`config.mk`:
```
export PLATFORM = sky130hd
export DESIGN_NAME = otd_diode_fsm
export DESIGN_NICKNAME = d
export VERILOG_FILES = /design/src/include/otd_pkg.sv /design/src/verilog/otd_blank_timer.sv /design/src/verilog/otd_diode_fsm.sv
export SDC_FILE = /design/constraint.sdc
export NUM_CORES = 1
export LEC_CHECK = 0
export ABC_AREA = 1
export ABC_CLOCK_PERIOD_IN_PS = 1400
export BUFFER_PORTS_ARGS = -buffer_cell sky130_fd_sc_hd__buf_2
export CORE_ASPECT_RATIO = 0.9
export CORE_UTILIZATION = 45
export DETAILED_ROUTE_END_ITERATION = 12
export PLACE_DENSITY_LB_ADDON = 0.2
export SLEW_MARGIN = 10
export SYNTH_ARGS = -nofsm -noshare
export SYNTH_HDL_FRONTEND = slang
export SYNTH_SLANG_ARGS = --single-unit
```
`constraint.sdc`:
```
create_clock -name clk -period 1.4 [get_ports clk]
set_input_delay 0.07 -clock clk [delete_from_list [all_inputs] [get_ports clk]]
set_output_delay 0.07 -clock clk [all_outputs]
set_load 0.03 [all_outputs]
```
`src/include/otd_pkg.sv`:
```
package otd_pkg;

    // ------------------------------------------------------------------
    // Timing
    // ------------------------------------------------------------------
    localparam int  CLK_PERIOD_NS   = 5;
    localparam int  BLANK_TIME_NS   = 200;   // Falling-edge blank time, plain default
    localparam int  BLANK_CYCLES    = (BLANK_TIME_NS + CLK_PERIOD_NS - 1) / CLK_PERIOD_NS;
    localparam int  BLANK_W         = 16;
    localparam logic [BLANK_W-1:0] BLANK_ZERO = 16'h0000;
    localparam logic [BLANK_W-1:0] BLANK_ONE  = 16'h0001;

    // ------------------------------------------------------------------
    // Diode-emulation states (numbers follow the state diagram)
    // ------------------------------------------------------------------
    typedef enum logic [1:0] {
        OTD_ST_BLANK = 2'b01,   // State one: switch off, blanking
        OTD_ST_WATCH = 2'b10,   // State two: switch off, watch drain voltage
        OTD_ST_COND  = 2'b11    // State three: switch on, watch drain current
    } otd_state_t;

    // ------------------------------------------------------------------
    // Power-up sequencing states
    // ------------------------------------------------------------------
    typedef enum logic [1:0] {
        OTD_PU_WAIT  = 2'b00,   // Supply below rising threshold
        OTD_PU_BUILD = 2'b01,   // Rails building
        OTD_PU_READY = 2'b10    // Rails valid, fault released
    } otd_pwr_t;

    // Analog comparator flags grouped together
    typedef struct packed {
        logic supplyAboveRise;  // Supply above rising lockout threshold
        logic supplyBelowFall;  // Supply below falling lockout threshold
        logic fiveVoltGood;     // Internal five volt rail at threshold
        logic negRailGood;      // Negative gate rail at threshold
    } otd_supply_t;

    typedef struct packed {
        logic drainNegative;    // Negative drain voltage seen
        logic firstQuadrant;    // First-quadrant drain current seen
    } otd_sense_t;

endpackage : otd_pkg

```
`src/verilog/otd_blank_timer.sv`:
```
`timescale 1ns/100ps
module otd_blank_timer #(
    parameter int COUNT_W  = otd_pkg::BLANK_W,
    parameter int TERMINAL = otd_pkg::BLANK_CYCLES
) (
    input  wire logic clk,      // Device clock
    input  wire logic rst,      // Synchronous reset, high
    input  wire logic restart,  // Restart on command falling edge
    output logic      expired   // Terminal count reached
);
    import otd_pkg::*;

    localparam logic [COUNT_W-1:0] TERM = COUNT_W'(TERMINAL);
    logic [COUNT_W-1:0] count;

    // ------------------------------------------------------------------
    // Counter restarts on every falling edge so back-to-back edges extend blanking
    // ------------------------------------------------------------------
    // Restart loads one, not zero: the restart cycle already counts as
    // blanked, so state one lasts exactly TERMINAL cycles
    always_ff @(posedge clk) begin
        if (rst) begin
            count <= TERM;
        end else if (restart) begin
            count <= BLANK_ONE[COUNT_W-1:0];    // [RULE13]
        end else if (count != TERM) begin
            count <= count + BLANK_ONE[COUNT_W-1:0];
        end
    end

    assign expired = (count == TERM) && !restart;

endmodule : otd_blank_timer

```
`src/verilog/otd_diode_fsm.sv`:
```
`timescale 1ns/100ps
// Summary of operation
// [RULE1] Command falling edge in shutdown forces state one
// [RULE2] State one blanks fixed time, then state two
// [RULE3] State two off, negative drain goes three
// [RULE4] Shutdown entry starts machine in state two
// [RULE5] State three on, first-quadrant returns two
// [RULE6] Without edges, alternate only states two, three
// [RULE7] No counting or lockout of shoot-through events
// [RULE8] Controller should switch shutdown device first
// [RULE9] Fault output low during power-up
// [RULE10] Rails build only above rising threshold
// [RULE11] Falling threshold halts build until rising again
// [RULE12] Both rails good releases fault, follows command
// [RULE13] Blanking is parameterised restartable cycle counter
// [RULE14] Machine acts only in shutdown, else idle
module otd_diode_fsm #(
    parameter int BLANK_COUNT = otd_pkg::BLANK_CYCLES
) (
    input  wire logic                 clk,          // Device clock, 200 MHz
    input  wire logic                 rst,          // Synchronous reset, high
    input  wire logic                 switchCmd,    // Switch command from controller
    input  wire logic                 overtempShutdown, // Overtemp shutdown flag
    input  wire otd_pkg::otd_sense_t  sense,        // Drain comparators
    input  wire otd_pkg::otd_supply_t supply,       // Supply comparators
    output logic                      gateOn,       // Switch gate drive
    output logic                      faultN,       // Fault output, low active
    output logic                      railEnable,   // Build internal rails
    output otd_pkg::otd_state_t       diodeState    // Emulation state
);
    import otd_pkg::*;

    // ------------------------------------------------------------------
    // Command edge detect
    // ------------------------------------------------------------------
    logic     cmdPrev;
    logic     cmdFall;
    logic     blankDone;
    logic     otPrev;
    otd_pwr_t pwrState;
    otd_pwr_t next_pwrState;
    otd_state_t next_diodeState;
    logic     next_gateOn;

    // Previous command and shutdown levels for edge detection
    always_ff @(posedge clk) begin
        if (rst) begin
            cmdPrev <= 1'b0;
            otPrev  <= 1'b0;
        end else begin
            cmdPrev <= switchCmd;
            otPrev  <= overtempShutdown;
        end
    end

    assign cmdFall = cmdPrev && !switchCmd;

    // Blank timer restarted by each command falling edge during overtemp shutdown
    otd_blank_timer #(
        .COUNT_W  (BLANK_W),
        .TERMINAL (BLANK_COUNT)
    ) otd_blank_timer_inst (
        .clk     (clk),
        .rst     (rst),
        .restart (cmdFall && overtempShutdown),
        .expired (blankDone)
    );

    // ------------------------------------------------------------------
    // Power-up sequencing
    // ------------------------------------------------------------------
    always_comb begin
        next_pwrState = pwrState;
        case (pwrState)
            OTD_PU_WAIT: begin
                if (supply.supplyAboveRise) begin
                    next_pwrState = OTD_PU_BUILD;   // [RULE10]
                end
            end
            OTD_PU_BUILD: begin
                if (supply.supplyBelowFall) begin
                    next_pwrState = OTD_PU_WAIT;    // [RULE11]
                end else if (supply.fiveVoltGood && supply.negRailGood) begin
                    next_pwrState = OTD_PU_READY;   // [RULE12]
                end
            end
            OTD_PU_READY: begin
                next_pwrState = OTD_PU_READY;
            end
            default: begin
                next_pwrState = OTD_PU_WAIT;
            end
        endcase
    end

    // Once ready the rails are kept; a later brownout is handled elsewhere
    always_ff @(posedge clk) begin
        if (rst) begin
            pwrState   <= OTD_PU_WAIT;
            faultN     <= 1'b0;     // [RULE9]
            railEnable <= 1'b0;
        end else begin
            pwrState   <= next_pwrState;
            faultN     <= (next_pwrState == OTD_PU_READY);   // [RULE9] [RULE12]
            railEnable <= (next_pwrState != OTD_PU_WAIT);    // [RULE10] [RULE11]
        end
    end

    // ------------------------------------------------------------------
    // Diode emulation state machine
    // ------------------------------------------------------------------
    always_comb begin
        next_diodeState = diodeState;
        if (!overtempShutdown || !otPrev) begin
            next_diodeState = OTD_ST_WATCH;     // [RULE4] [RULE14]
        end else if (cmdFall) begin
            next_diodeState = OTD_ST_BLANK;     // [RULE1]
        end else begin
            case (diodeState)
                OTD_ST_BLANK: begin
                    if (blankDone) begin
                        next_diodeState = OTD_ST_WATCH;   // [RULE2]
                    end
                end
                OTD_ST_WATCH: begin
                    if (sense.drainNegative) begin
                        next_diodeState = OTD_ST_COND;    // [RULE3] [RULE6]
                    end
                end
                OTD_ST_COND: begin
                    // Each detection just returns; no lockout, avoids third-quadrant loss
                    if (sense.firstQuadrant) begin
                        next_diodeState = OTD_ST_WATCH;   // [RULE5] [RULE7]
                    end
                end
                default: begin
                    next_diodeState = OTD_ST_WATCH;
                end
            endcase
        end
    end

    always_ff @(posedge clk) begin
        if (rst) begin
            diodeState <= OTD_ST_WATCH;
        end else begin
            diodeState <= next_diodeState;
        end
    end

    // ------------------------------------------------------------------
    // Gate drive: command when normal, emulation when in shutdown
    // ------------------------------------------------------------------
    // Gated by the next power state so the gate is enabled on the same
    // edge that releases the fault output, never one cycle behind it
    always_comb begin
        if (next_pwrState != OTD_PU_READY) begin
            next_gateOn = 1'b0;                              // [RULE12]
        end else if (overtempShutdown) begin
            next_gateOn = (next_diodeState == OTD_ST_COND);  // [RULE1] [RULE3] [RULE5]
        end else begin
            next_gateOn = switchCmd;                         // [RULE14]
        end
    end

    always_ff @(posedge clk) begin
        if (rst) begin
            gateOn <= 1'b0;
        end else begin
            gateOn <= next_gateOn;
        end
    end

    // ------------------------------------------------------------------
    // Assertions
    // ------------------------------------------------------------------
    property p_fall_blank;
        @(posedge clk) disable iff (rst)
        (overtempShutdown && otPrev && cmdFall) |=> (diodeState == OTD_ST_BLANK) && !gateOn;
    endproperty
    a_fall_blank: assert property (p_fall_blank) else $error("no blank after fall"); // [RULE1]

    property p_blank_exit;
        @(posedge clk) disable iff (rst)
        (diodeState == OTD_ST_BLANK) && blankDone && overtempShutdown && !cmdFall
        |=> diodeState == OTD_ST_WATCH;
    endproperty
    a_blank_exit: assert property (p_blank_exit) else $error("blank stuck"); // [RULE2]

    property p_watch_off;
        @(posedge clk) disable iff (rst)
        overtempShutdown && $past(overtempShutdown) && (diodeState == OTD_ST_WATCH) |-> !gateOn;
    endproperty
    a_watch_off: assert property (p_watch_off) else $error("on in watch"); // [RULE3]

    property p_ot_entry;
        @(posedge clk) disable iff (rst)
        $rose(overtempShutdown) |=> diodeState == OTD_ST_WATCH;
    endproperty
    a_ot_entry: assert property (p_ot_entry) else $error("bad entry state"); // [RULE4]

    property p_cond_on;
        @(posedge clk) disable iff (rst)
        (diodeState == OTD_ST_COND) && overtempShutdown && faultN |-> gateOn;
    endproperty
    a_cond_on: assert property (p_cond_on) else $error("off in conduct"); // [RULE5]

    property p_retry;
        @(posedge clk) disable iff (rst)
        overtempShutdown && otPrev && !cmdFall && (diodeState == OTD_ST_COND)
        && sense.firstQuadrant |=> diodeState == OTD_ST_WATCH;
    endproperty
    a_retry: assert property (p_retry) else $error("no return to watch"); // [RULE7]

    property p_fault_low;
        @(posedge clk) disable iff (rst)
        (pwrState != OTD_PU_READY) |-> !faultN;
    endproperty
    a_fault_low: assert property (p_fault_low) else $error("fault released early"); // [RULE9]

    property p_halt;
        @(posedge clk) disable iff (rst)
        (pwrState == OTD_PU_BUILD) && supply.supplyBelowFall |=> !railEnable;
    endproperty
    a_halt: assert property (p_halt) else $error("build not halted"); // [RULE11]

    property p_release;
        @(posedge clk) disable iff (rst)
        (pwrState == OTD_PU_BUILD) && !supply.supplyBelowFall && supply.fiveVoltGood
        && supply.negRailGood |=> faultN ##1 faultN;
    endproperty
    a_release: assert property (p_release) else $error("fault not released"); // [RULE12]

    c_blank:   cover property (@(posedge clk) disable iff (rst)
        diodeState == OTD_ST_BLANK ##1 diodeState == OTD_ST_WATCH);
    c_diode:   cover property (@(posedge clk) disable iff (rst)
        diodeState == OTD_ST_WATCH ##1 diodeState == OTD_ST_COND ##[1:20] diodeState == OTD_ST_WATCH);
    c_ready:   cover property (@(posedge clk) disable iff (rst) $rose(faultN));

endmodule : otd_diode_fsm

```
# After elaboration in Yosys (flattened, before gate mapping)
# Index checks and enable logic that the tools add are counted.
# word_totals
register_bits,25
input_bits,10
out_inout_bits,5
elab_cells,47
# classes
addsub,1
n_eq_ne,10
mux,13
reduce_logical,14
# ops
cell,count
"adder 16 x 1 -> 16 bit, second input constant",1
"== test 16 x 6 -> 1 bit, second input constant",1
2-to-1 mux 2 bit,8
"!= test 16 x 6 -> 1 bit, second input constant",1
2-to-1 mux 6 bit,2
one-hot mux 2 bit (3 select lines),2
"== test 2 bit, second input constant",5
"== test 2 x 1 -> 1 bit, second input constant",2
logical AND 1 bit,4
logical NOT 1 bit,4
nonzero test 2 bit,2
OR reduction 2 bit,2
logical NOT 2 bit,1
"!= test 2 bit, second input constant",1
logical OR 1 bit,1
2-to-1 mux 1 bit,1

# Logic depth before layout (Yosys ltp)
# Gate-level depths: netlist of run 1.
# depth
ltp_word,11
depth_mapped,9
depth_no_buf,9

# Cells and area by module
# From an unflattened synthesis of run 1, not the netlist that was laid out.
# hier_totals
hier_cells,181
hier_area_um2,1237.4
# modules_own_cells
module,instances,cells_per_inst,area_each_um2,seq_area_each_um2
otd_blank_timer,1,133,862.1,320.3
otd_diode_fsm,1,48,375.4,180.2

# Least setup slack after synthesis of run 1
# Ideal clock, no wire load.
# synth_path
path_kind,register -> register
startpoint,register otd_blank_timer_inst.count[0]
endpoint,register otd_blank_timer_inst.count[12]
setup_ns,0.118
arrival_time_ns,1.141
t_required_ns,1.282
slack_ns,0.141
stages_incl_launch_ff,8
path_buffers,0
period_less_slack_ns,1.259
path_cell_list,dfxtp_1 > ha_1 > inv_1 > nor2_2 > nand3_4 > nor2_4 > xnor2_1 > nor2_1
# synth_via
elab_chain_len,1
word_cells_on_any_way,2
classes_between,1 x add/sub; 1 x eq/ne
# synth_rtl
element,line_no,rtl
"start, declared",otd_blank_timer.sv:14,logic [COUNT_W-1:0] count;
"start signal, assigned",otd_blank_timer.sv:25,count <= BLANK_ONE[COUNT_W-1:0];
"start signal, assigned",otd_blank_timer.sv:27,count <= count + BLANK_ONE[COUNT_W-1:0];
adder 16 x 1 -> 16 bit / != test 16 x 6 -> 1 bit (equally long branches),"otd_blank_timer.sv:27, otd_blank_timer.sv:26",
# Parallel ways exist; a longest one is shown, timed or not.
# A chain may end at the register's enable or synchronous reset.

# Final worst setup path of run 1
# layout_path
startpoint,register otd_blank_timer_inst.count[0]
endpoint,register diodeState[0]
# layout_via
elab_chain_len,6
# layout_rtl
element,line_no,rtl
== test 16 x 6 -> 1 bit,otd_blank_timer.sv:31,assign expired = (count == TERM) && !restart;
logical AND 1 bit,otd_blank_timer.sv:31,
2-to-1 mux 2 bit,otd_diode_fsm.sv:121,if (blankDone) begin
one-hot mux 2 bit (3 select lines),otd_diode_fsm.sv:119,case (diodeState)
2-to-1 mux 2 bit,otd_diode_fsm.sv:116,end else if (cmdFall) begin
2-to-1 mux 2 bit,otd_diode_fsm.sv:114,if (!overtempShutdown || !otPrev) begin
"end signal, assigned",otd_diode_fsm.sv:147,diodeState <= next_diodeState;
"end, declared",otd_diode_fsm.sv:29,output otd_pkg::otd_state_t diodeState
# No other way between the ends.

==> impl_metrics.py, run 1 <==
metrics = {
    "run_status": {
        "status": "finished clean",
    },
    "cts": {
        "cts_made_buffers": 3,
        "clock_sinks": 25,
        "htreeDepth": 1,
        "clk_pin_slew_ns": 0.15,
        "cts_tree": "yes",
        "cts_root_buffer": "clkbuf_4",
        "clk_latency_ns": 0.33,
        "clk_path_buf_depth": 2,
    },
    "die": {
        "die_w_um": 56.5,
        "dieArea_sq_um": 2890,
        "num_rows": 17,
        "die_h_um": 51.1,
        "io_pins": 15,
        "start_util": 0.484,
        "core-area_sq_um": 2490,
    },
    "yosys": {
        "synth_most_common_cell": "nand2_1",
        "yosys.area_share.xor_xnor": 0.0145,
        "synth-seq-area-share": 0.415,
        "synth_top_family_by_area": "simple AND/OR/NAND/NOR gates",
        "avgSynthCellArea_sq_um": 6.81,
        "synthArstFlopShare": 0,
        "yosys.area_share.adder": 0.0208,
        "syn_nets": 189,
        "yosysUniqueCellTypes": 18,
        "ys_top_cells_by_count": "nand2_1 (39), inv_1 (30), nor2_1 (27)",
        "synth_compound_area_frac": 0.110,
        "synthMuxAreaShare": 0,
        "synth_edf_count": 0,
        "synth_cells": 177,
        "synth_top_cells_by_area": "dfxtp_1 (42%), nand2_1 (12%), inv_1 (9.3%)",
        "synthSimpleGateAreaFrac": 0.346,
        "syn_area_sq_um": 1200,
        "ys.flop_type": "dfxtp_1",
        "yosys_register_bits": 25,
        "yosysWarnings": 0,
        "netlist.area_leader.share": 0.415,
        "yosys.area.top_type": "dfxtp_1",
    },
    "route": {
        "antenna_left": 0,
        "drc": 0,
        "drt_iter0_drc": 31,
        "vias": 1110,
        "wl_per_cell_um": 10.7,
        "routed_via_density": 4.85,
        "wirelength_um": 2440,
        "dr.pass1.iters": 4,
    },
    "setup_path": {
        "r2r_start": "otd_blank_timer_inst.count[0]",
        "crit_start": "otd_blank_timer_inst.count[0]",
        "worstRegToRegCells": 9,
        "r2r_end": "diodeState[0]",
        "crit_type": "register to register",
        "endpoint_kind": "register",
        "path_cells": "inv_1, ha_1, nand2_1, nor2_2, nand2_2, nand2_2, nand2_1, o21ai_1, inv_1",
        "r2r_slack_ns": 0.08,
        "worst-path-max-fanout": 5,
        "cp.arrival_ns": 1.56,
        "crit_end": "diodeState[0]",
        "slowest_delay_ns": 0.36,
        "crit_path_top_delay_cell": "dfxtp_2",
        "startpoint_type": "register",
        "required_ns": 1.63,
    },
    "global_routing": {
        "met3_usage": 0.0380,
        "grt_pass1_vias": 984,
        "globalRouteMet1Util": 0.239,
        "top_usage_layer": "met2",
        "grt_max_degree": 16,
        "globalRouteTotalUtil": 0.184,
        "grt_pass1_wl_um": 4110,
        "use_met2": 0.304,
        "antenna_found_initial": 0,
        "grt_overflow_total": 0,
    },
    "cells_and_area": {
        "post-route-cell-area_sq_um": 1410,
        "fillers": 245,
        "drive_gt1_frac": 0.194,
        "diodes": 0,
        "syn_to_final_growth_pct": 16.9,
        "fin_nets": 214,
    },
    "pwr": {
        "leakagePower_nw": 0.629,
        "irDropWorstVdd_mv": 0.837,
        "sequentialPowerShare": 0.582,
        "p_total_mw": 1.34,
        "switching_share": 0.290,
        "power.internal_mw": 0.953,
        "clkPwrFrac": 0.250,
        "p_per_area_nw_per_um2": 953,
        "p_sw_mw": 0.390,
        "comb_power_share": 0.168,
    },
    "sta": {
        "final.setup.tns_ns": 0,
        "drv_slew": 0,
        "fin_crit_sh": 0.946,
        "setup_viol": 0,
        "whs_ns": 0.0324,
        "skew_ns": 0.0130,
        "maxSlewHeadroom": 0.804,
        "period_minus_slack_ns": 1.32,
        "worst_slew_pin_slew_ns": 0.293,
        "timing.fmax_ghz": 0.755,
        "fin_ws_ns": 0.0750,
        "hold_viol": 0,
        "rsz0062_at_grt": "true",
    },
    "placement": {
        "dp_worst_setup_slack_ns": 0.00817,
        "hpwl_um": 1850,
        "gp_congestion": 0.784,
        "io_buffers": 14,
        "place_area_sq_um": 1330,
    },
    "worst_hold_path": {
        "whs_path_depth": 4,
        "hp-class": "primary input to register",
    },
    "job": {
        "cap_violations": 0,
    },
}
-- worst min-delay path by stage --
stage | startpoint | to | slack (ns)
floorplan | rst | otd_blank_timer_inst.count[0] | 0.14
global placement | switchCmd | cmdPrev | 0.32
detailed placement | rst | otPrev | 0.33
global route | overtempShutdown | gateOn | 0.08
finish | overtempShutdown | gateOn | 0.03
CTS | overtempShutdown | gateOn | 0.01
-- per-layer routing --
layer  vias up  share of wire
met5         -              0
met4         0          0.011
met3         4          0.016
met2         7           0.45
met1       496           0.52
li1        603              -
-- power by group through the flow --
stage	registers [mW]	logic (mW)	clock network [mW]
after floorplan	0.793	0.134	0
after global placement	0.789	0.198	0
after detailed placement	0.791	0.207	0
after CTS	0.776	0.224	0.356
after global routing	0.785	0.264	0.372
final	0.782	0.226	0.335
-- layout make-up --
class	instances	area [sq um]	area share
inverters	30	113	0.0799
clock inverters	1	7.51	0.00533
flip-flops and latches	25	507	0.360
well taps	28	35.0	0.0249
clock buffers	3	22.5	0.0160
multi-input cells	122	602	0.427
repair buffers	20	123	0.0870
-- layout by cell type, fill, tap and decap left out --
cell type / synthesis / routed
o21a_1: 1 / 1
a21oi_1: 14 / 14
dfxtp_1: 25 / 20
nand3_1: 9 / 9
o21ai_0: 11 / 10
buf_2: 0 / 14
buf_4: 0 / 3
xnor2_1: 1 / 1
dlygate4sd3_1: 0 / 3
nor2_2: 4 / 4
inv_1: 30 / 29
nand3_4: 1 / 1
inv_2: 0 / 1
and3_1: 1 / 1
ha_1: 2 / 2
nor3_1: 3 / 3
nand2_2: 3 / 4
nand2_1: 39 / 38
o21ai_1: 0 / 1
clkbuf_4: 0 / 3
xor2_1: 1 / 1
nor2_4: 2 / 3
nor2_1: 27 / 26
dfxtp_2: 0 / 5
nand4_1: 3 / 3
clkinvlp_4: 0 / 1
-- flip-flops by register name, summed over array words and instances, names as in the netlist --
register	count
faultN	1
diodeState	2
gateOn	1
otPrev	1
otd_blank_timer_inst.count	16
cmdPrev	1
pwrState	2
railEnable	1
-- timing repair --
item,CTS,global route
endpoints found under the hold margin,5,0
pin swaps,0,2
hold buffers,3,0
resized for setup,2,8
setup endpoints to repair,4,9
setup buffers,0,1
-- cells by family (layout without fill, tap and decap cells) --
logic type,Yosys count,count (layout)
simple gates,92,92
buf+inv,30,54
compound gates,26,26
flops,25,25
fa+ha+maj,2,2
xor+xnor,2,2
-- worst max-delay path, delay by kind of cell (launching register included) --
kind	cells	cell delay, ns
AO/OA/AOI/OAI	1	0.13
buffers and inverters	2	0.12
adder cells (fa/ha/maj)	1	0.16
AND/OR/NAND/NOR	5	0.46
flip-flops	1	0.36
-- metrics by stage --
stage               utilization  instances
finish                    0.566        229
CTS                       0.560        228
floorplan                     -        177
global placement          0.532        221
detailed placement        0.532        221
global route              0.566        229
(Power assumes the default switching activity.)
==> run 2, diff against run 1 <==
- CORE_ASPECT_RATIO: 0.9 -> unset
- SETUP_SLACK_MARGIN: unset -> 0.2
==> impl_metrics.py, run 2 (synthesized netlist as in run 1, its figures left out) <==
metrics = {
    "cells_and_area": {
        "syn_to_final_growth_pct": 33.3,
        "top_register": "otd_blank_timer_inst.count",
        "diodes": 0,
        "largest_reg_flops": 16,
        "drive_gt1_frac": 0.352,
        "top_regs": "otd_blank_timer_inst.count: 16 flops, diodeState: 2 flops, pwrState: 2 flops",
        "mostFrequentLayoutCell": "nand2_1",
        "layout_common_cells": "nand2_1 (34), inv_1 (26), nor2_1 (19)",
        "fin_nets": 223,
    },
    "global_routing": {
        "grt_pass1_wl_um": 4560,
        "antenna_found_initial": 0,
        "grt_max_degree": 14,
        "globalRouteTotalUtil": 0.219,
        "grt_pass1_vias": 1131,
        "grt_overflow_total": 0,
    },
    "setup_path": {
        "startpoint_type": "register",
        "worst-path-max-fanout": 4,
        "critPathTopFamily": "simple AND/OR/NAND/NOR gates",
        "path_cells": "nand3_2, nor2_4, nand2_2, nor2_2, nand2_1, a21oi_1",
        "required_ns": 1.65,
        "crit_buf_inv": 0,
        "crit_path_top_delay_cell": "dfxtp_4",
        "crit_type": "register to register",
        "endpoint_kind": "register",
        "slowest_delay_ns": 0.42,
        "cp.arrival_ns": 1.54,
    },
    "sta": {
        "period_minus_slack_ns": 1.29,
        "worst_slew_pin_slew_ns": 0.195,
        "setup_viol": 0,
        "drv_slew": 0,
        "maxSlewHeadroom": 0.869,
        "skew_ns": 0.00532,
        "final.setup.tns_ns": 0,
        "rsz0062_at_grt": "true",
        "timing.fmax_ghz": 0.775,
        "fin_crit_sh": 0.921,
        "fin_ws_ns": 0.110,
        "hold_viol": 0,
    },
    "cts": {
        "cts_root_buffer": "clkbuf_4",
        "cts_tree": "yes",
        "clk_pin_slew_ns": 0.14,
        "clk_path_buf_depth": 2,
        "htreeDepth": 1,
        "clock_sinks": 25,
        "cts_made_buffers": 3,
        "clk_latency_ns": 0.32,
    },
    "pwr": {
        "irDropWorstVdd_mv": 0.645,
        "p_per_area_nw_per_um2": 910,
        "leakagePower_nw": 0.690,
    },
    "route": {
        "wl_per_cell_um": 11.5,
        "vias": 1189,
        "dr.pass1.iters": 4,
        "wirelength_um": 2760,
        "routed_via_density": 4.95,
        "antenna_left": 0,
        "drc": 0,
        "drt_iter0_drc": 20,
    },
    "job": {
        "cap_violations": 0,
    },
    "die": {
        "die_w_um": 53.7,
        "die_h_um": 53.7,
        "core-area_sq_um": 2500,
        "dieArea_sq_um": 2890,
        "start_util": 0.482,
        "io_pins": 15,
        "num_rows": 18,
    },
    "run_status": {
        "status": "finished clean",
    },
    "placement": {
        "dp_worst_setup_slack_ns": 0.0645,
        "io_buffers": 14,
        "hpwl_um": 1850,
        "gp_congestion": 0.825,
    },
    "worst_hold_path": {
        "hp-class": "primary input to register",
    },
}
run 2: final timing paths:
path,depth (start not counted),to,slack [ns],start
max,6,otd_blank_timer_inst.count[9],0.11,otd_blank_timer_inst.count[0]
min,3,otd_blank_timer_inst.count[3],0.02,rst
max reg2reg,6,otd_blank_timer_inst.count[9],0.11,otd_blank_timer_inst.count[0]
min reg2reg,1,otd_blank_timer_inst.count[10],0.48,otd_blank_timer_inst.count[10]
run 2: cell type report:
cell class / count / area, sq um
timing repair buffer: 29 / 193
tap: 30 / 37.5
multi-input combinational: 122 / 708
inverter: 30 / 115
clock buffer: 4 / 26.3
sequential: 25 / 527
fill: 226 / 893
run 2: worst min-delay path, stage by stage:
cell and delay (ns):
buf_2 0.09, inv_1 0.09, nand2_1 0.07
run 2: power breakdown:
group	total [mW]	internal, mW	leakage (nW)	switching [mW]
Sequential	0.800	0.752	0.210	0.0474
Combinational	0.330	0.156	0.465	0.174
Clock	0.332	0.112	0.0150	0.220
run 2: per-stage QoR:
step	hold WS, ns	util	total power, mW	area [sq um]	cells
after detailed placement	0.317	0.532	0.989	1330	222
final	0.0209	0.643	1.46	1610	240
after global routing	0.0290	0.643	1.54	1610	240
after floorplan	0.139	-	0.933	1210	177
after CTS	0.0261	0.602	1.43	1500	236
after global placement	0.309	0.532	0.982	1330	222
run 2: layer usage:
metal / up-vias / GRT usage / wire length (um)
met1: 537 / 0.260 / 1240
met2: 25 / 0.372 / 1400
met3: 6 / 0.0395 / 79
li1: 621 / - / -
met5: - / 0 / 0
met4: 0 / 0.114 / 48
run 2: timing repair:
| action | in CTS | in global routing |
|---|---|---|
| hold buffers | 4 | 0 |
| hold endpoints to repair | 5 | 0 |
| gates resized for setup | 23 | 27 |
| setup endpoints to repair | 12 | 17 |
| pin swaps | 11 | 14 |
| setup buffers | 6 | 4 |
